$ cat src/shared/uart_regs_pkg.sv
package uart_regs_pkg;

   // Register offsets on the host register port
   localparam logic [3:0] OFS_HOLD    = 4'h0;
   localparam logic [3:0] OFS_IER     = 4'h1;
   localparam logic [3:0] OFS_IIR_FCR = 4'h2;
   localparam logic [3:0] OFS_LCR     = 4'h3;
   localparam logic [3:0] OFS_MCR     = 4'h4;
   localparam logic [3:0] OFS_LSR     = 4'h5;
   localparam logic [3:0] OFS_MSR     = 4'h6;
   localparam logic [3:0] OFS_SPR     = 4'h7;
   localparam logic [3:0] OFS_TX_FILL_COUNT   = 4'h8;
   localparam logic [3:0] OFS_RX_FILL_COUNT   = 4'h9;
   localparam logic [3:0] OFS_EXTRA_FEATURES_REG    = 4'hF;

   // Line control value that opens the enhanced bank
   localparam logic [7:0] LCR_ENH_KEY = 8'hBF;

   // Field positions
   localparam int LCR_DLAB      = 7;
   localparam int MCR_PRESCALE  = 7;
   localparam int MCR_THRESH_EN = 2;
   localparam int EFR_ENH       = 4;
   localparam int FCR_FIFO_EN   = 0;
   localparam int FCR_RX_RST    = 1;
   localparam int FCR_TX_RST    = 2;
   localparam int FCR_RXTRIG_LO = 6;
   localparam int FCR_TXTRIG_LO = 4;

   // Bits that only move while enhanced functions are on
   localparam logic [7:0] IER_ENH_MASK  = 8'hF0;
   localparam logic [7:0] MCR_ENH_MASK  = 8'hE4;
   localparam logic [7:0] FCR_ENH_MASK  = 8'h30;
   localparam logic [7:0] IIR_ENH_MASK  = 8'h30;
   // Reserved bits, stored and read as zero
   localparam logic [7:0] MCR_RSVD_MASK  = 8'h09;
   localparam logic [7:0] EXTRA_FEATURES_REG_RSVD_MASK = 8'h48;

   // Reset values
   localparam logic [7:0]  RST_REG8  = 8'h00;
   localparam logic [15:0] RST_DIV   = 16'h0000;
   localparam logic [1:0]  RST_TRIG  = 2'h0;

   // Baud generation
   localparam logic [1:0] PRESCALE_LAST = 2'h3;   // Divide by four
   localparam int         OVERSAMPLE    = 16;
   // Host-side programming figures for a 3.072 MHz reference
   localparam int          REF_CLK_HZ    = 3072000;
   localparam logic [15:0] DIV_9600      = 16'h0014;
   localparam logic [15:0] DIV_38400     = 16'h0005;
   localparam int          FIFO_RST_WAIT = 2;     // Reference clocks

   typedef enum logic [4:0] {
      SEL_NONE  = 5'h00, SEL_HOLD  = 5'h01, SEL_IER   = 5'h02,
      SEL_IIR   = 5'h03, SEL_LCR   = 5'h04, SEL_MCR   = 5'h05,
      SEL_LSR   = 5'h06, SEL_MSR   = 5'h07, SEL_SPR   = 5'h08,
      SEL_TCR   = 5'h09, SEL_TLR   = 5'h0A, SEL_TX_FILL_COUNT = 5'h0B,
      SEL_RX_FILL_COUNT = 5'h0C, SEL_EXTRA_FEATURES_REG  = 5'h0D, SEL_DLL   = 5'h0E,
      SEL_DLH   = 5'h0F, SEL_EFR   = 5'h10, SEL_RESUME_CHAR_1  = 5'h11,
      SEL_RESUME_CHAR_2  = 5'h12, SEL_PAUSE_CHAR_1 = 5'h13, SEL_PAUSE_CHAR_2 = 5'h14
   } reg_sel_t;

   typedef struct packed {
      logic [7:0]  irqEnable;
      logic [7:0]  lineCtrl;
      logic [7:0]  modemCtrl;
      logic [1:0]  rxTrig;
      logic [1:0]  txTrig;
      logic        fifoEn;
      logic [7:0]  enhFeature;
      logic [7:0]  extraFeatures;
      logic [7:0]  flowThreshold;
      logic [7:0]  fifoTrigger;
      logic [7:0]  resume1;
      logic [7:0]  resume2;
      logic [7:0]  pause1;
      logic [7:0]  pause2;
      logic [15:0] baudDiv;
   } uart_cfg_t;

   typedef struct packed {
      logic [7:0] rxChar;
      logic [7:0] lineStat;
      logic [4:0] irqCode;
      logic       irqStatus;
      logic [7:0] modemStat;
      logic [7:0] txFill;
      logic [7:0] rxFill;
   } uart_stat_t;

endpackage : uart_regs_pkg

$ cat src/verilog/baud_gen.sv
`timescale 1ns/1ps
`default_nettype none
module baud_gen (
   input  wire logic        sys_clk,    // System clock
   input  wire logic        resetn,     // Synchronous reset, low
   input  wire logic [15:0] divisor,    // Baud divisor
   input  wire logic        prescale4,  // Divide reference by four
   output logic             tick        // 16x baud enable pulse
);

   logic [1:0]  preCnt_q;
   logic [15:0] divCnt_q;
   logic        preEn;

   // Prescaler enable, every cycle or one in four
   assign preEn = !prescale4 || (preCnt_q == uart_regs_pkg::PRESCALE_LAST);

   always_ff @(posedge sys_clk) begin
      if (!resetn) begin
         preCnt_q <= 2'h0;
      end else begin
         preCnt_q <= prescale4 ? preCnt_q + 2'h1 : 2'h0;
      end
   end

   // Divisor counter; zero divisor starves the UART of ticks
   always_ff @(posedge sys_clk) begin
      if (!resetn) begin
         divCnt_q <= 16'h0000;
         tick     <= 1'b0;
      end else if (divisor == 16'h0000) begin
         divCnt_q <= 16'h0000;
         tick     <= 1'b0;
      end else if (preEn) begin
         if (divCnt_q >= divisor - 16'h0001) begin
            divCnt_q <= 16'h0000;
            tick     <= 1'b1;
         end else begin
            divCnt_q <= divCnt_q + 16'h0001;
            tick     <= 1'b0;
         end
      end else begin
         tick <= 1'b0;
      end
   end

endmodule : baud_gen
`default_nettype wire

$ cat src/verilog/reg_select.sv
`timescale 1ns/1ps
`default_nettype none
module reg_select (
   input  wire logic [3:0]            offset,    // Register offset
   input  wire logic [7:0]            lineCtrl,  // Line control value
   input  wire logic                  enhOn,     // Enhanced functions bit
   input  wire logic                  threshOn,  // Threshold register enable
   output uart_regs_pkg::reg_sel_t    sel        // Selected register
);

   logic enhBank;
   logic divBank;
   logic flowBank;

   // Enhanced key wins over the divisor latch enable
   assign enhBank  = (lineCtrl == uart_regs_pkg::LCR_ENH_KEY);
   assign divBank  = lineCtrl[uart_regs_pkg::LCR_DLAB] && !enhBank;
   assign flowBank = enhOn && threshOn;

   // Offset decode per bank
   always_comb begin
      sel = uart_regs_pkg::SEL_NONE;
      unique case (offset)
         uart_regs_pkg::OFS_HOLD: begin
            if (divBank) sel = uart_regs_pkg::SEL_DLL;
            else if (!enhBank) sel = uart_regs_pkg::SEL_HOLD;
         end
         uart_regs_pkg::OFS_IER: begin
            if (divBank) sel = uart_regs_pkg::SEL_DLH;
            else if (!enhBank) sel = uart_regs_pkg::SEL_IER;
         end
         uart_regs_pkg::OFS_IIR_FCR: begin
            sel = enhBank ? uart_regs_pkg::SEL_EFR : uart_regs_pkg::SEL_IIR;
         end
         uart_regs_pkg::OFS_LCR: sel = uart_regs_pkg::SEL_LCR;
         uart_regs_pkg::OFS_MCR: begin
            sel = enhBank ? uart_regs_pkg::SEL_RESUME_CHAR_1 : uart_regs_pkg::SEL_MCR;
         end
         uart_regs_pkg::OFS_LSR: begin
            sel = enhBank ? uart_regs_pkg::SEL_RESUME_CHAR_2 : uart_regs_pkg::SEL_LSR;
         end
         uart_regs_pkg::OFS_MSR: begin
            if (enhBank) sel = uart_regs_pkg::SEL_PAUSE_CHAR_1;
            else if (flowBank) sel = uart_regs_pkg::SEL_TCR;
            else sel = uart_regs_pkg::SEL_MSR;
         end
         uart_regs_pkg::OFS_SPR: begin
            if (enhBank) sel = uart_regs_pkg::SEL_PAUSE_CHAR_2;
            else if (flowBank) sel = uart_regs_pkg::SEL_TLR;
            else sel = uart_regs_pkg::SEL_SPR;
         end
         uart_regs_pkg::OFS_TX_FILL_COUNT: sel = uart_regs_pkg::SEL_TX_FILL_COUNT;
         uart_regs_pkg::OFS_RX_FILL_COUNT: sel = uart_regs_pkg::SEL_RX_FILL_COUNT;
         uart_regs_pkg::OFS_EXTRA_FEATURES_REG:  sel = uart_regs_pkg::SEL_EXTRA_FEATURES_REG;
         default:                  sel = uart_regs_pkg::SEL_NONE;
      endcase
   end

endmodule : reg_select
`default_nettype wire

$ cat src/verilog/uart_register_select_map.sv
`timescale 1ns/1ps
`default_nettype none
//
// Function
// - Offset 0 reads oldest received char, writes load the transmit path.
// - Offset 2 reads identification with FIFO enable mirror; writes FIFO control.
// - Offset 5 reads line status bits from the UART core.
// - Modem status is read-only; writes there change nothing.
// - Transmit and receive fill counts are read-only.
// - Prescaler select bit changes only while enhanced functions are on.
// - Threshold and trigger registers need enhanced bit and threshold enable.
// - Divisor bytes reachable only while divisor latch enable is set.
// - Enhanced, resume and pause registers reachable only when line control is 0xBF.
// - Interrupt enable holds eight enable bits at offset 1.
// - FIFO control carries triggers, FIFO resets and FIFO enable.
// - Line control holds divisor enable, break, parity, stop and word length.
// - Modem control holds prescale, infrared, any-resume, loopback, threshold, RTS.
// - Enhanced-only bits change only while enhanced functions are on.
// - Baud tick is reference, optionally quartered, divided by the divisor.
// - Zero divisor gives no baud tick.
module uart_register_select_map (
   input  wire logic                     sys_clk,      // System clock
   input  wire logic                     resetn,       // Synchronous reset, low
   input  wire logic [3:0]               regOffset,    // Register offset
   input  wire logic                     regWrite,     // Write strobe, one cycle
   input  wire logic                     regRead,      // Read strobe, one cycle
   input  wire logic [7:0]               regWdata,     // Write data
   output logic [7:0]                    regRdata,     // Read data, next cycle
   input  wire uart_regs_pkg::uart_stat_t stat,        // Status from the UART core
   output uart_regs_pkg::uart_cfg_t      cfg,          // Configuration to the core
   output logic [7:0]                    txChar,       // Character for transmit path
   output logic                          txLoad,       // Transmit load pulse
   output logic                          rxPop,        // Receive pop pulse
   output logic                          txFifoReset,  // Transmit FIFO reset pulse
   output logic                          rxFifoReset,  // Receive FIFO reset pulse
   output logic                          baudTick      // 16x baud enable pulse
);

   uart_regs_pkg::reg_sel_t sel;

   logic [7:0]  irqEnable_q;
   logic [7:0]  lineCtrl_q;
   logic [7:0]  modemCtrl_q;
   logic [1:0]  rxTrig_q;
   logic [1:0]  txTrig_q;
   logic        fifoEn_q;
   logic [7:0]  enhFeature_q;
   logic [7:0]  extraFeatures_q;
   logic [7:0]  scratch_q;
   logic [7:0]  flowThreshold_q;
   logic [7:0]  fifoTrigger_q;
   logic [7:0]  resume1_q;
   logic [7:0]  resume2_q;
   logic [7:0]  pause1_q;
   logic [7:0]  pause2_q;
   logic [15:0] baudDiv_q;
   logic [7:0]  readVal;
   logic [7:0]  fcrPacked;
   logic [7:0]  fcrMerged;
   logic        enhOn;

   // Keep locked bits unless unlocked; reserved bits are left for the caller to drop
   function automatic logic [7:0] mergeBits(input logic [7:0] oldV,
                                            input logic [7:0] newV,
                                            input logic [7:0] lockMask,
                                            input logic       unlock);
      logic [7:0] keep;
      keep = unlock ? 8'h00 : lockMask;
      return (newV & ~keep) | (oldV & keep);
   endfunction : mergeBits

   // Write strobe qualified by the selected register
   function automatic logic hit(input uart_regs_pkg::reg_sel_t s,
                                input uart_regs_pkg::reg_sel_t want,
                                input logic                    strobe);
      return strobe && (s == want);
   endfunction : hit

   assign enhOn = enhFeature_q[uart_regs_pkg::EFR_ENH];

   reg_select u_reg_select (
      .offset   (regOffset),
      .lineCtrl (lineCtrl_q),
      .enhOn    (enhOn),
      .threshOn (modemCtrl_q[uart_regs_pkg::MCR_THRESH_EN]),
      .sel      (sel)
   );

   baud_gen u_baud_gen (
      .sys_clk   (sys_clk),
      .resetn    (resetn),
      .divisor   (baudDiv_q),
      .prescale4 (modemCtrl_q[uart_regs_pkg::MCR_PRESCALE]),
      .tick      (baudTick)
   );

   // Interrupt enable; upper nibble gated by enhanced functions
   always_ff @(posedge sys_clk) begin
      if (!resetn) begin
         irqEnable_q <= uart_regs_pkg::RST_REG8;
      end else if (hit(sel, uart_regs_pkg::SEL_IER, regWrite)) begin
         irqEnable_q <= mergeBits(irqEnable_q, regWdata,
                                  uart_regs_pkg::IER_ENH_MASK, enhOn);
      end
   end

   // Line control, reachable in every bank so software can always leave one
   always_ff @(posedge sys_clk) begin
      if (!resetn) begin
         lineCtrl_q <= uart_regs_pkg::RST_REG8;
      end else if (hit(sel, uart_regs_pkg::SEL_LCR, regWrite)) begin
         lineCtrl_q <= regWdata;
      end
   end

   // Modem control; prescale and other flagged bits need enhanced on
   always_ff @(posedge sys_clk) begin
      if (!resetn) begin
         modemCtrl_q <= uart_regs_pkg::RST_REG8;
      end else if (hit(sel, uart_regs_pkg::SEL_MCR, regWrite)) begin
         modemCtrl_q <= mergeBits(modemCtrl_q,
                                  regWdata & ~uart_regs_pkg::MCR_RSVD_MASK,
                                  uart_regs_pkg::MCR_ENH_MASK, enhOn);
      end
   end

   // FIFO control fields packed so the merge can lock the transmit trigger
   assign fcrPacked = {rxTrig_q, txTrig_q, 3'h0, fifoEn_q};
   assign fcrMerged = mergeBits(fcrPacked, regWdata,
                                uart_regs_pkg::FCR_ENH_MASK, enhOn);

   // Stored FIFO control; bit 3 is dropped
   always_ff @(posedge sys_clk) begin
      if (!resetn) begin
         rxTrig_q <= uart_regs_pkg::RST_TRIG;
         txTrig_q <= uart_regs_pkg::RST_TRIG;
         fifoEn_q <= 1'b0;
      end else if (hit(sel, uart_regs_pkg::SEL_IIR, regWrite)) begin
         rxTrig_q <= fcrMerged[uart_regs_pkg::FCR_RXTRIG_LO +: 2];
         txTrig_q <= fcrMerged[uart_regs_pkg::FCR_TXTRIG_LO +: 2];
         fifoEn_q <= fcrMerged[uart_regs_pkg::FCR_FIFO_EN];
      end
   end

   // FIFO reset pulses; self-clearing, never stored
   always_ff @(posedge sys_clk) begin
      if (!resetn) begin
         txFifoReset <= 1'b0;
         rxFifoReset <= 1'b0;
      end else begin
         txFifoReset <= hit(sel, uart_regs_pkg::SEL_IIR, regWrite)
                        && regWdata[uart_regs_pkg::FCR_TX_RST];
         rxFifoReset <= hit(sel, uart_regs_pkg::SEL_IIR, regWrite)
                        && regWdata[uart_regs_pkg::FCR_RX_RST];
      end
   end

   // Enhanced bank registers
   always_ff @(posedge sys_clk) begin
      if (!resetn) begin
         enhFeature_q <= uart_regs_pkg::RST_REG8;
         resume1_q    <= uart_regs_pkg::RST_REG8;
         resume2_q    <= uart_regs_pkg::RST_REG8;
         pause1_q     <= uart_regs_pkg::RST_REG8;
         pause2_q     <= uart_regs_pkg::RST_REG8;
      end else begin
         if (hit(sel, uart_regs_pkg::SEL_EFR, regWrite))   enhFeature_q <= regWdata;
         if (hit(sel, uart_regs_pkg::SEL_RESUME_CHAR_1, regWrite))  resume1_q    <= regWdata;
         if (hit(sel, uart_regs_pkg::SEL_RESUME_CHAR_2, regWrite))  resume2_q    <= regWdata;
         if (hit(sel, uart_regs_pkg::SEL_PAUSE_CHAR_1, regWrite)) pause1_q     <= regWdata;
         if (hit(sel, uart_regs_pkg::SEL_PAUSE_CHAR_2, regWrite)) pause2_q     <= regWdata;
      end
   end

   // Flow threshold and trigger level, gated by the decoder
   always_ff @(posedge sys_clk) begin
      if (!resetn) begin
         flowThreshold_q <= uart_regs_pkg::RST_REG8;
         fifoTrigger_q   <= uart_regs_pkg::RST_REG8;
      end else begin
         if (hit(sel, uart_regs_pkg::SEL_TCR, regWrite)) flowThreshold_q <= regWdata;
         if (hit(sel, uart_regs_pkg::SEL_TLR, regWrite)) fifoTrigger_q   <= regWdata;
      end
   end

   // Divisor latch bytes
   always_ff @(posedge sys_clk) begin
      if (!resetn) begin
         baudDiv_q <= uart_regs_pkg::RST_DIV;
      end else begin
         if (hit(sel, uart_regs_pkg::SEL_DLL, regWrite)) baudDiv_q[7:0]  <= regWdata;
         if (hit(sel, uart_regs_pkg::SEL_DLH, regWrite)) baudDiv_q[15:8] <= regWdata;
      end
   end

   // Scratch and extra features; extra features reserved bits dropped
   always_ff @(posedge sys_clk) begin
      if (!resetn) begin
         scratch_q       <= uart_regs_pkg::RST_REG8;
         extraFeatures_q <= uart_regs_pkg::RST_REG8;
      end else begin
         if (hit(sel, uart_regs_pkg::SEL_SPR, regWrite)) scratch_q <= regWdata;
         if (hit(sel, uart_regs_pkg::SEL_EXTRA_FEATURES_REG, regWrite)) begin
            extraFeatures_q <= regWdata & ~uart_regs_pkg::EXTRA_FEATURES_REG_RSVD_MASK;
         end
      end
   end

   // Transmit load and receive pop; separate storage behind one offset
   always_ff @(posedge sys_clk) begin
      if (!resetn) begin
         txChar <= uart_regs_pkg::RST_REG8;
         txLoad <= 1'b0;
         rxPop  <= 1'b0;
      end else begin
         txLoad <= hit(sel, uart_regs_pkg::SEL_HOLD, regWrite);
         rxPop  <= hit(sel, uart_regs_pkg::SEL_HOLD, regRead);
         if (hit(sel, uart_regs_pkg::SEL_HOLD, regWrite)) begin
            txChar <= regWdata;
         end
      end
   end

   // Read mux; status registers have no write path at all
   always_comb begin
      readVal = 8'h00;
      unique case (sel)
         uart_regs_pkg::SEL_HOLD:  readVal = stat.rxChar;
         uart_regs_pkg::SEL_IER:   readVal = irqEnable_q;
         uart_regs_pkg::SEL_IIR:   readVal = {fifoEn_q, fifoEn_q, stat.irqCode, stat.irqStatus}
                                             & ~(enhOn ? 8'h00 : uart_regs_pkg::IIR_ENH_MASK);
         uart_regs_pkg::SEL_LCR:   readVal = lineCtrl_q;
         uart_regs_pkg::SEL_MCR:   readVal = modemCtrl_q;
         uart_regs_pkg::SEL_LSR:   readVal = stat.lineStat;
         uart_regs_pkg::SEL_MSR:   readVal = stat.modemStat;
         uart_regs_pkg::SEL_SPR:   readVal = scratch_q;
         uart_regs_pkg::SEL_TCR:   readVal = flowThreshold_q;
         uart_regs_pkg::SEL_TLR:   readVal = fifoTrigger_q;
         uart_regs_pkg::SEL_TX_FILL_COUNT: readVal = stat.txFill;
         uart_regs_pkg::SEL_RX_FILL_COUNT: readVal = stat.rxFill;
         uart_regs_pkg::SEL_EXTRA_FEATURES_REG:  readVal = extraFeatures_q;
         uart_regs_pkg::SEL_DLL:   readVal = baudDiv_q[7:0];
         uart_regs_pkg::SEL_DLH:   readVal = baudDiv_q[15:8];
         uart_regs_pkg::SEL_EFR:   readVal = enhFeature_q;
         uart_regs_pkg::SEL_RESUME_CHAR_1:  readVal = resume1_q;
         uart_regs_pkg::SEL_RESUME_CHAR_2:  readVal = resume2_q;
         uart_regs_pkg::SEL_PAUSE_CHAR_1: readVal = pause1_q;
         uart_regs_pkg::SEL_PAUSE_CHAR_2: readVal = pause2_q;
         default:                  readVal = 8'h00;
      endcase
   end

   // Read data register; holds its value between reads
   always_ff @(posedge sys_clk) begin
      if (!resetn) begin
         regRdata <= 8'h00;
      end else if (regRead) begin
         regRdata <= readVal;
      end
   end

   // Configuration out to the UART core
   assign cfg.irqEnable     = irqEnable_q;
   assign cfg.lineCtrl      = lineCtrl_q;
   assign cfg.modemCtrl     = modemCtrl_q;
   assign cfg.rxTrig        = rxTrig_q;
   assign cfg.txTrig        = txTrig_q;
   assign cfg.fifoEn        = fifoEn_q;
   assign cfg.enhFeature    = enhFeature_q;
   assign cfg.extraFeatures = extraFeatures_q;
   assign cfg.flowThreshold = flowThreshold_q;
   assign cfg.fifoTrigger   = fifoTrigger_q;
   assign cfg.resume1       = resume1_q;
   assign cfg.resume2       = resume2_q;
   assign cfg.pause1        = pause1_q;
   assign cfg.pause2        = pause2_q;
   assign cfg.baudDiv       = baudDiv_q;

endmodule : uart_register_select_map
`default_nettype wire

$ cat config.mk
export PLATFORM = sky130hd
export DESIGN_NAME = uart_register_select_map
export DESIGN_NICKNAME = d
export VERILOG_FILES = /design/src/shared/uart_regs_pkg.sv /design/src/verilog/baud_gen.sv /design/src/verilog/reg_select.sv /design/src/verilog/uart_register_select_map.sv
export SDC_FILE = /design/constraint.sdc
export NUM_CORES = 1
export LEC_CHECK = 0
export BUFFER_PORTS_ARGS = -buffer_cell sky130_fd_sc_hd__buf_2
export CORE_UTILIZATION = 40
export CTS_CLUSTER_SIZE = 12
export DETAILED_ROUTE_END_ITERATION = 8
export GPL_ROUTABILITY_DRIVEN = 1
export PLACE_DENSITY = 0.67
export RECOVER_POWER = 25
export SLEW_MARGIN = 10
export SYNTH_ARGS = -nofsm -noshare
export SYNTH_HDL_FRONTEND = slang
export SYNTH_SLANG_ARGS = --single-unit
export TNS_END_PERCENT = 5
$ cat constraint.sdc
create_clock -name sys_clk -period 2.9 [get_ports sys_clk]
set_clock_uncertainty 0.05 [all_clocks]
set_input_delay 0.435 -clock sys_clk [delete_from_list [all_inputs] [get_ports sys_clk]]
set_output_delay 0.435 -clock sys_clk [all_outputs]
set_load 0.05 [all_outputs]
**Yosys cells after proc, flatten, opt, wreduce, memory -nomap -nowiden**

Index checks and enable logic that the tools add are counted.
W data, S select, Z words.

- Output and inout port bits: 130
- Word-level logic and storage cells: 124
- Register bits after elaboration: 154

- Magnitude comparators: 1
- Multiplexer cells: 18
- Reductions and logical operators: 29
- Eq/ne operators: 32
- Add/subtract/negate cells: 3
- Bitwise operators: 15

Operators with widths:

| operator | count |
|---|---|
| $pmux W8 S20 | 1 |
| $and A8 B8 Y8 | 7 |
| $pmux W5 S11 | 1 |
| $eq A5 B4 Y1 const B | 8 |
| $mux W5 | 7 |
| $eq A5 B5 Y1 const B | 5 |
| $or A8 B8 Y8 | 3 |
| $logic_and A1 B1 Y1 | 21 |
| $eq A5 B3 Y1 const B | 4 |
| $add A16 B1 Y16 const B | 1 |
| $eq A4 B3 Y1 const B | 4 |
| $ge A16 B16 Y1 | 1 |
| $logic_not A16 Y1 | 1 |
| $mux W16 | 1 |
| $mux W8 | 2 |
| $not A8 Y8 | 2 |
| $sub A16 B1 Y16 const B | 1 |
| $eq A4 B4 Y1 const B | 3 |
| $eq A5 B2 Y1 const B | 2 |
| $eq A4 B2 Y1 const B | 2 |
| $eq A8 B8 Y1 const B | 1 |
| $not A6 Y8 | 1 |
| $mux W6 | 1 |
| $eq A5 B1 Y1 const B | 1 |
| 13 further kinds | 17 |

**Logic depth before layout (Yosys ltp)**

Gate-level depths: netlist (run 1).

- Depth in word-level cells: 8
- Mapped depth: 15
- Mapped depth without buffers: 14

**Modules after synthesis**

A second synthesis (run 1) with hierarchy kept.

- Cell total of the unflattened synthesis: 988
- Area total of the unflattened synthesis: 8441.8 µm²

By module, submodules not included:

| module | cells each | times used | area each (µm²) | seq. area each (µm²) |
|---|---|---|---|---|
| uart_register_select_map | 765 | 1 | 6687.7 | 2662.6 |
| baud_gen | 180 | 1 | 1470.2 | 380.4 |
| reg_select | 43 | 1 | 284.0 | 0.0 |

**Least setup slack after synthesis (run 1)**

OpenSTA, ideal clock, no wires.

- Path kind: reg-to-reg
- Start: register baudDiv_q[2]
- End: register u_baud_gen.divCnt_q[10]
- Period minus slack after synthesis: 3.345 ns
- Arrival: 3.163 ns
- Setup slack: -0.445 ns
- Cell stages (with the launch flop): 16
- Path buffers: 1
- Required time: 2.718 ns
- Cells stage by stage: dfxtp_1 -> or3_1 -> nor3_1 -> nand2b_1 -> nor2b_1 -> nand2_1 -> nor4_1 -> xnor2_1 -> ha_1 -> nand4_1 -> nor2_1 -> a21oi_1 -> o211ai_1 -> a41o_1 -> clkbuf_1 -> a21oi_1

- Cells in the longest elaborated chain, start to end: 3
- Elaborated cells on any way between the ends: 5

Ends and longest elaborated chain:

| item | line | text |
|---|---|---|
| start: declaration | uart_register_select_map.sv:56 | `logic [15:0] baudDiv_q;` |
| start signal: assignment | uart_register_select_map.sv:189 | `baudDiv_q <= uart_regs_pkg::RST_DIV;` |
| start signal: assignment | uart_register_select_map.sv:191 | `if (hit(sel, uart_regs_pkg::SEL_DLL, regWrite)) baudDiv_q[7:0] <= regWdata;` |
| $sub A16 B1 Y16 | baud_gen.sv:35 | `if (divCnt_q >= divisor - 16'h0001) begin` |
| $ge A16 B16 Y1 | baud_gen.sv:35 |  |
| $mux W16 | baud_gen.sv:35 |  |
| end signal: assignment | baud_gen.sv:39 | `divCnt_q <= divCnt_q + 16'h0001;` |
| end: declaration | baud_gen.sv:12 | `logic [15:0] divCnt_q;` |

Several ways; a longest one is shown, not always the timed one.
A chain may end at the register's enable or synchronous reset.

**Worst setup path in the final report (run 1)**

Same ends and word-level chain as after synthesis.

==> results of run 1 <==
[per-stage QoR]
step / cells / cell area (um2)
6_report: 1484 / 10200
4_1_cts: 1482 / 10300
2_1_floorplan: 992 / 8130
3_3_place_gp: 1450 / 9660
3_5_place_dp: 1450 / 9660
5_1_grt: 1484 / 10200
[where the power goes]
part           switching (uW)  internal, uW  total (uW)
Combinational             313           147         460
Sequential               11.0          2100        2110
Clock                     983          1340        2320
[logic make-up (layout without fill, tap and decap cells)]
| logic type | after synthesis | in the layout | synth area share (%) |
|---|---|---|---|
| simple gates | 414 | 414 | 24.3 |
| compound gates | 204 | 204 | 16.3 |
| flops | 152 | 152 | 37.6 |
| buf+inv | 93 | 320 | 5.95 |
| mux | 76 | 76 | 9.51 |
| xor+xnor | 30 | 30 | 3.25 |
| fa+ha+maj | 19 | 19 | 2.94 |
| other cells | 1 | 4 | 0.0464 |
[timing repair]
action / 4_1_cts / 5_1_grt
pin swaps: 0 / 6
setup endpoints to repair: 16 / 23
resized for setup: 4 / 7
setup buffers: 0 / 2
[routing by layer]
layer / part of all wire (%) / vias up / GRT usage, %
li1: - / 3965 / -
met1: 43 / 4019 / 40.5
met2: 45 / 429 / 46.0
met3: 8.8 / 54 / 5.76
met4: 2.5 / 0 / 9.58
met5: 0 / - / 0
[area by class of cell]
class	count	area share, %
clock inverter	13	1.54
tap	265	3.24
multi-input combinational	747	45.3
clock buffer	19	4.42
sequential	152	29.8
timing repair buffer	280	15.4
inverter	8	0.305
[how the worst min path moves through the flow]
| stage | from | endpoint | slack [ns] | cells past startpoint |
|---|---|---|---|---|
| floorplan | u_baud_gen.preCnt_q[0] | u_baud_gen.preCnt_q[0] | 0.35 | 1 |
| global placement | u_baud_gen.preCnt_q[0] | u_baud_gen.preCnt_q[0] | 0.36 | 1 |
| detailed placement | u_baud_gen.preCnt_q[0] | u_baud_gen.preCnt_q[0] | 0.36 | 1 |
| CTS | regRead | rxPop | 0.31 | 2 |
| global route | regRead | rxPop | 0.33 | 2 |
| finish | regRead | rxPop | 0.33 | 2 |
[cell usage in the layout, fill, tap and decap left out, types with 22 or more instances in the layout]
master / instances
xnor2_1: 22
nor2_1: 92
buf_4: 89
mux2i_1: 69
nand3_1: 83
dfxtp_1: 148
a21oi_1: 96
nand2_1: 146
clkbuf_1: 60
buf_2: 129
[critical path, stage by stage (launching register included)]
cell and delay (ns):
dfxtp_4 0.34, or3_4 0.40, nor3_4 0.13, nand2b_1 0.11, nor2b_2 0.17, nand2_2 0.09
nor4_4 0.22, xnor2_1 0.16, ha_1 0.27, nand4_1 0.14, nor2_2 0.07, a21oi_2 0.11
o211ai_1 0.09, a41o_1 0.26, buf_12 0.16, a21oi_1 0.14
==> metrics.md, run 1 <==
| Metric | Value |
|---|---|
| Avg Inst Size Synth | `8.18 um2` |
| DR iter-0 viols | `876` |
| Die Span Y | `144 um` |
| Vias in the first global route | `7,548` |
| Seq cells post-synth | `152` |
| PwrDens | `478 nW/um2` |
| Total negative setup slack | `-1.17 ns` |
| Post-synth EDFFs | `0` |
| Gr usage total | `29.4%` |
| Share of the yosys chip area belonging to registers | `37.6%` |
| # nets final | `1,287` |
| Synth top area cells | `dfxtp_1, mux2i_1, nand2_1` |
| Pre-CTS WS | `-0.0586 ns` |
| Min Hold Slack | `0.328 ns` |
| Gpl congestion | `0.948` |
| Drt wl/cell | `20.7 um` |
| Setup-failing EPs final | `16` |
| Post-layout util | `52.1%` |
| Cell Area, Synth | `8090 um2` |
| Critical Path RT | `3.21 ns` |
| Via-to-Cell Ratio | `5.71` |
| Worst setup EP type | `register` |
| Via count | `8,467` |
| H-tree Lvls | `4` |
| Final min period | `2.99 ns` |
| Clock transition at path regs | `0.07 ns` |
| Status | `finished, violations left` |
| Final hold vios | `0` |
| Final period utilization | `103%` |
| Synth-to-layout area growth | `26.6%` |
| Total grt overflow | `0` |
| RR Endpoint | `u_baud_gen.divCnt_q[10]` |
| Core area | `19,700 um2` |
| Leakage | `0.00458 uW` |
| DP HPWL | `22,500 um` |
| Max Root-Sink Buffers | `2` |
| RSZ-0062 raised after global routing | `true` |
| Hold crit path type | `in2reg` |
| Largest regs | `baudDiv_q (16), u_baud_gen.divCnt_q (16)` |
| Most common cell in the synthesized netlist | `dfxtp_1` |
| Post-synth top area cell | `dfxtp_1` |
| Num ports | `192` |
| Failing checks | `setup timing` |
| Hold Buf Count CTS | `0` |
| Root buf cell | `clkbuf_16` |
| Antenna-violating nets left | `0` |
| Initial antenna violation count | `0` |
| Critical Path End | `u_baud_gen.divCnt_q[10]` |
| DIE WIDTH | `144 um` |
| Die area | `20,800 um2` |
| Antenna diode count | `0` |
| R2r setup slk | `-0.09 ns` |
| Final setup margin | `-0.0909 ns` |
| Crit path from | `baudDiv_q[2]` |
| Synth async-reset ratio | `0%` |
| Filler instances | `1,959` |
| Syn Inst Count | `989` |
| Area of the multi-input gates | `4640 um2` |
| Num Clock Sinks | `152` |
| Rel. slew slack | `20.8%` |
| Synth cell types | `75` |
| Worst Setup Start Kind | `register` |
| Achievable frequency | `334 MHz` |
| FF/Latch Area | `3050 um2` |
| R2R Path Start | `baudDiv_q[2]` |
| Layout cell share with drive strength beyond 1 | `23.8%` |
| Maximum VDD drop | `0.000432 V` |
| Worst Tran Pin Value | `1.18 ns` |
| Max-Cap Viols | `0` |
| Inserted Clock Buffers | `17` |
| Pins Over Slew Limit | `0` |
| Largest net degree at the start of global routing | `125` |
| Num rows | `51` |
| Routed Wire Length | `30,700 um` |
| Top FF cell, synth | `dfxtp_1` |
| Setup CP Type | `reg2reg` |
| Top cells by count, synth | `dfxtp_1, nand2_1, a21oi_1, nor2_1, nand3_1` |
| Crit path DAT | `3.30 ns` |
| Drt pass-1 iters | `5` |
| Initial Util | `41.2%` |
| TritonCTS clock tree | `done` |
| Pwr Total | `4890 uW` |
| Crit-path max FO | `16` |
| Post-route DRC | `0` |
| Buffers on Ports | `187` |
| YS warnings | `0` |
| Area fraction of the dominant cell type after synthesis | `37.6%` |
| First-pass GRT wire length | `45,000 um` |
| Clk_lat worst skew | `0.43 ns` |
| R2R depth | `15` |
Note: power is estimated with default switching activity, not from simulation.
==> run 2, diff against run 1 <==
- PLACE_DENSITY: 0.67 -> 0.66
- SYNTH_HIERARCHICAL: unset -> 1
==> run 2 against run 1 <==
The run ends with capacitance limit, slew limit, setup timing left. Final cell count grew 4.3%. Fmax shrank 5.4%. Via count is 5.0% higher. Critical endpoint is now u_baud_gen/divCnt_q[9]. Global-route usage grew 1.2 points. Core utilization increased by 2.5 points. Clock power is 5% lower. Sequential share of layout area shrank 2.4 points. Critical path depth shrank 2. Critical path type unchanged.
==> metrics.md, run 2 <==
| Metric | Value |
|---|---|
| Status | `finished, violations left` |
| Failing checks | `capacitance limit, slew limit, setup timing` |
| DIE WIDTH | `147 um` |
| Synth cell types | `77` |
| Largest net degree at the start of global routing | `136` |
| HP Start | `stat[16]` |
| Hold path cells | `5` |
| RR Endpoint | `u_baud_gen/divCnt_q[9]` |
| Pins Over Slew Limit | `136` |
| Gpl congestion | `0.978` |
| Die area | `21,700 um2` |
| Post-Synth Adder-Cell Area | `2.82%` |
| Hold crit path type | `in2reg` |
| Syn Inst Count | `988` |
| RSZ-0062 raised after global routing | `true` |
| Synth-to-layout area growth | `32.1%` |
| Root buf cell | `clkbuf_16` |
| Internal | `3620 uW` |
| Vias in the first global route | `8,319` |
| Area fraction of the dominant cell type after synthesis | `36.0%` |
| Achievable frequency | `316 MHz` |
| Num ports | `192` |
| Commonest non-fill, non-tap cell in the layout | `dfxtp_1` |
| Critical Path RT | `3.18 ns` |
| Num Clock Sinks | `152` |
| TritonCTS clock tree | `done` |
| DR iter-0 viols | `906` |
| Pwr Total | `5140 uW` |
| R2R depth | `13` |
| Worst Hold Path EP | `regRdata[0]` |
| Largest regs | `baudDiv_q (16), u_baud_gen/divCnt_q (16)` |
| Synth top area cells | `dfxtp_1, mux2i_1, a21boi_0` |
| Complex-gate fraction of the synthesized area | `18.6%` |
| Core area | `20,400 um2` |
| Maximum VDD drop | `0.000397 V` |
| Clock transition at path regs | `0.07 ns` |
| Synth async-reset ratio | `0%` |
| Num rows | `52` |
| Final period utilization | `109%` |
| Seq cells post-synth | `152` |
| Post-synthesis mux area share | `9.23%` |
| Post-synth EDFFs | `0` |
| Drt pass-1 iters | `5` |
| PwrDens | `461 nW/um2` |
| Most common cell in the synthesized netlist | `dfxtp_1` |
| H-tree Lvls | `4` |
| Switching part of the total | `29.7%` |
| Hold Buf Count CTS | `0` |
| Max-Cap Viols | `1` |
| Gr usage total | `30.6%` |
| Avg Inst Size Synth | `8.54 um2` |
| Antenna diode count | `0` |
| Share of the yosys chip area belonging to registers | `36.0%` |
| Inserted Clock Buffers | `17` |
| Crit path DAT | `3.45 ns` |
| First-pass GRT wire length | `49,900 um` |
| Synth Area in Simple Gates | `25.2%` |
| Setup CP Type | `reg2reg` |
| Initial Util | `41.3%` |
| Initial antenna violation count | `0` |
| Leakage | `0.00461 uW` |
| # nets final | `1,346` |
| Clk_lat worst skew | `0.44 ns` |
| Filler instances | `1,903` |
| Top cells by count, synth | `dfxtp_1, nand2_1, a21boi_0, nor2b_1, mux2i_1` |
| Final setup margin | `-0.262 ns` |
| Comb pwr share | `15.7%` |
| Buffers on Ports | `187` |
| Final hold vios | `0` |
| R2r setup slk | `-0.26 ns` |
| Top FF cell, synth | `dfxtp_1` |
| Post-route DRC | `0` |
| Setup-failing EPs final | `18` |
| Rel. slew slack | `-55.5%` |
| Worst Setup Start Kind | `register` |
| Cell Area, Synth | `8440 um2` |
| Post-synth top area cell | `dfxtp_1` |
| Seq pwr share | `41.3%` |
| R2R Path Start | `baudDiv_q[5]` |
| Crit-path max FO | `7` |
| Post-synthesis xor/xnor area fraction | `3.01%` |
| Layout cell share with drive strength beyond 1 | `28.4%` |
| Drt wl/cell | `21.5 um` |
| Worst Tran Pin Value | `2.33 ns` |
| Pre-CTS WS | `-0.267 ns` |
| Antenna-violating nets left | `0` |
| Die Span Y | `147 um` |
| Via-to-Cell Ratio | `5.74` |
| Part of the power in the clock network | `43.0%` |
| Via count | `8,888` |
| Largest family of logic cells by synthesized area | `simple AND/OR/NAND/NOR gates` |
| YS warnings | `6` |
| Min Hold Slack | `0.351 ns` |
| Worst setup EP type | `register` |
| DP HPWL | `24,200 um` |
| Total grt overflow | `0` |
| Commonest cells after routing, fill and taps aside | `dfxtp_1, buf_4, nand2_1` |
| Routed Wire Length | `33,300 um` |
| Final min period | `3.16 ns` |
| Max Root-Sink Buffers | `2` |
| Switch Pwr | `1530 uW` |
run 2: cell families after synthesis:
group | count (synthesis)
compound gates | 227
xor+xnor | 29
fa+ha+maj | 19
buf+inv | 85
flops | 152
mux | 74
other cells | 1
simple gates | 401
run 2: per-layer routing:
metal	global-route usage [%]	wire [um]	up-vias	share of wire (%)
met1	43.6	14700	4261	44
met4	11.4	1010	0	3.0
met3	4.69	2940	68	8.8
li1	-	-	4091	-
met2	46.4	14700	468	44
met5	0	0	-	0
run 2: stage by stage:
stage | instance area, um2 | setup TNS, ns | cells | utilization [%]
6_report | 11200 | -3.61 | 1548 | 54.6
5_1_grt | 11200 | -5.52 | 1548 | 54.6
4_1_cts | 11200 | -3.56 | 1548 | 54.8
3_5_place_dp | 10600 | -3.58 | 1513 | 51.8
3_3_place_gp | 10600 | -3.19 | 1513 | 51.8
2_1_floorplan | 8510 | -7.42 | 991 | -
run 2: area by class of cell:
cell class	instances	area, um2	area share [%]
clock buffers	17	425	3.81
clock inverters	15	139	1.25
inverters	10	37.5	0.337
multi-input cells	754	5110	45.9
flip-flops and latches	152	3050	27.4
well taps	270	338	3.03
repair buffers	330	2040	18.3
run 2: critical path: stages, from the launching register on:
cell	delay (ns)
dfxtp_4	0.34
or4_4	0.53
or3_4	0.35
or2_4	0.25
nor2_4	0.08
xnor2_1	0.07
ha_1	0.29
nand4_1	0.16
nor3_2	0.21
o311ai_2	0.17
a31oi_2	0.26
buf_6	0.17
buf_6	0.10
nor2_1	0.03
run 2: worst max path at each step:
stage,from,endpoint,slack [ns],depth (start not counted)
6_report,baudDiv_q[5],u_baud_gen/divCnt_q[9],-0.26,13
5_1_grt,baudDiv_q[5],u_baud_gen/divCnt_q[10],-0.38,13
4_1_cts,baudDiv_q[5],u_baud_gen/divCnt_q[13],-0.27,12
3_5_place_dp,baudDiv_q[5],u_baud_gen/divCnt_q[12],-0.27,12
3_3_place_gp,baudDiv_q[5],u_baud_gen/divCnt_q[1],-0.20,12
2_1_floorplan,baudDiv_q[5],u_baud_gen/divCnt_q[10],-0.30,12
run 2: repair_timing:
item / CTS / global route
gates cloned: 0 / 0
setup endpoints to repair: 17 / 67
gates resized for setup: 7 / 16
pin swaps: 13 / 3
buffers inserted: 3 / 0
run 2: power groups by stage:
stage	Combinational, uW	Sequential, uW	Clock, uW
after floorplan	356	2240	0
after global placement	777	2170	0
after detailed placement	777	2170	0
after CTS	780	2120	2220
after global routing	843	2130	2320
final	807	2130	2210
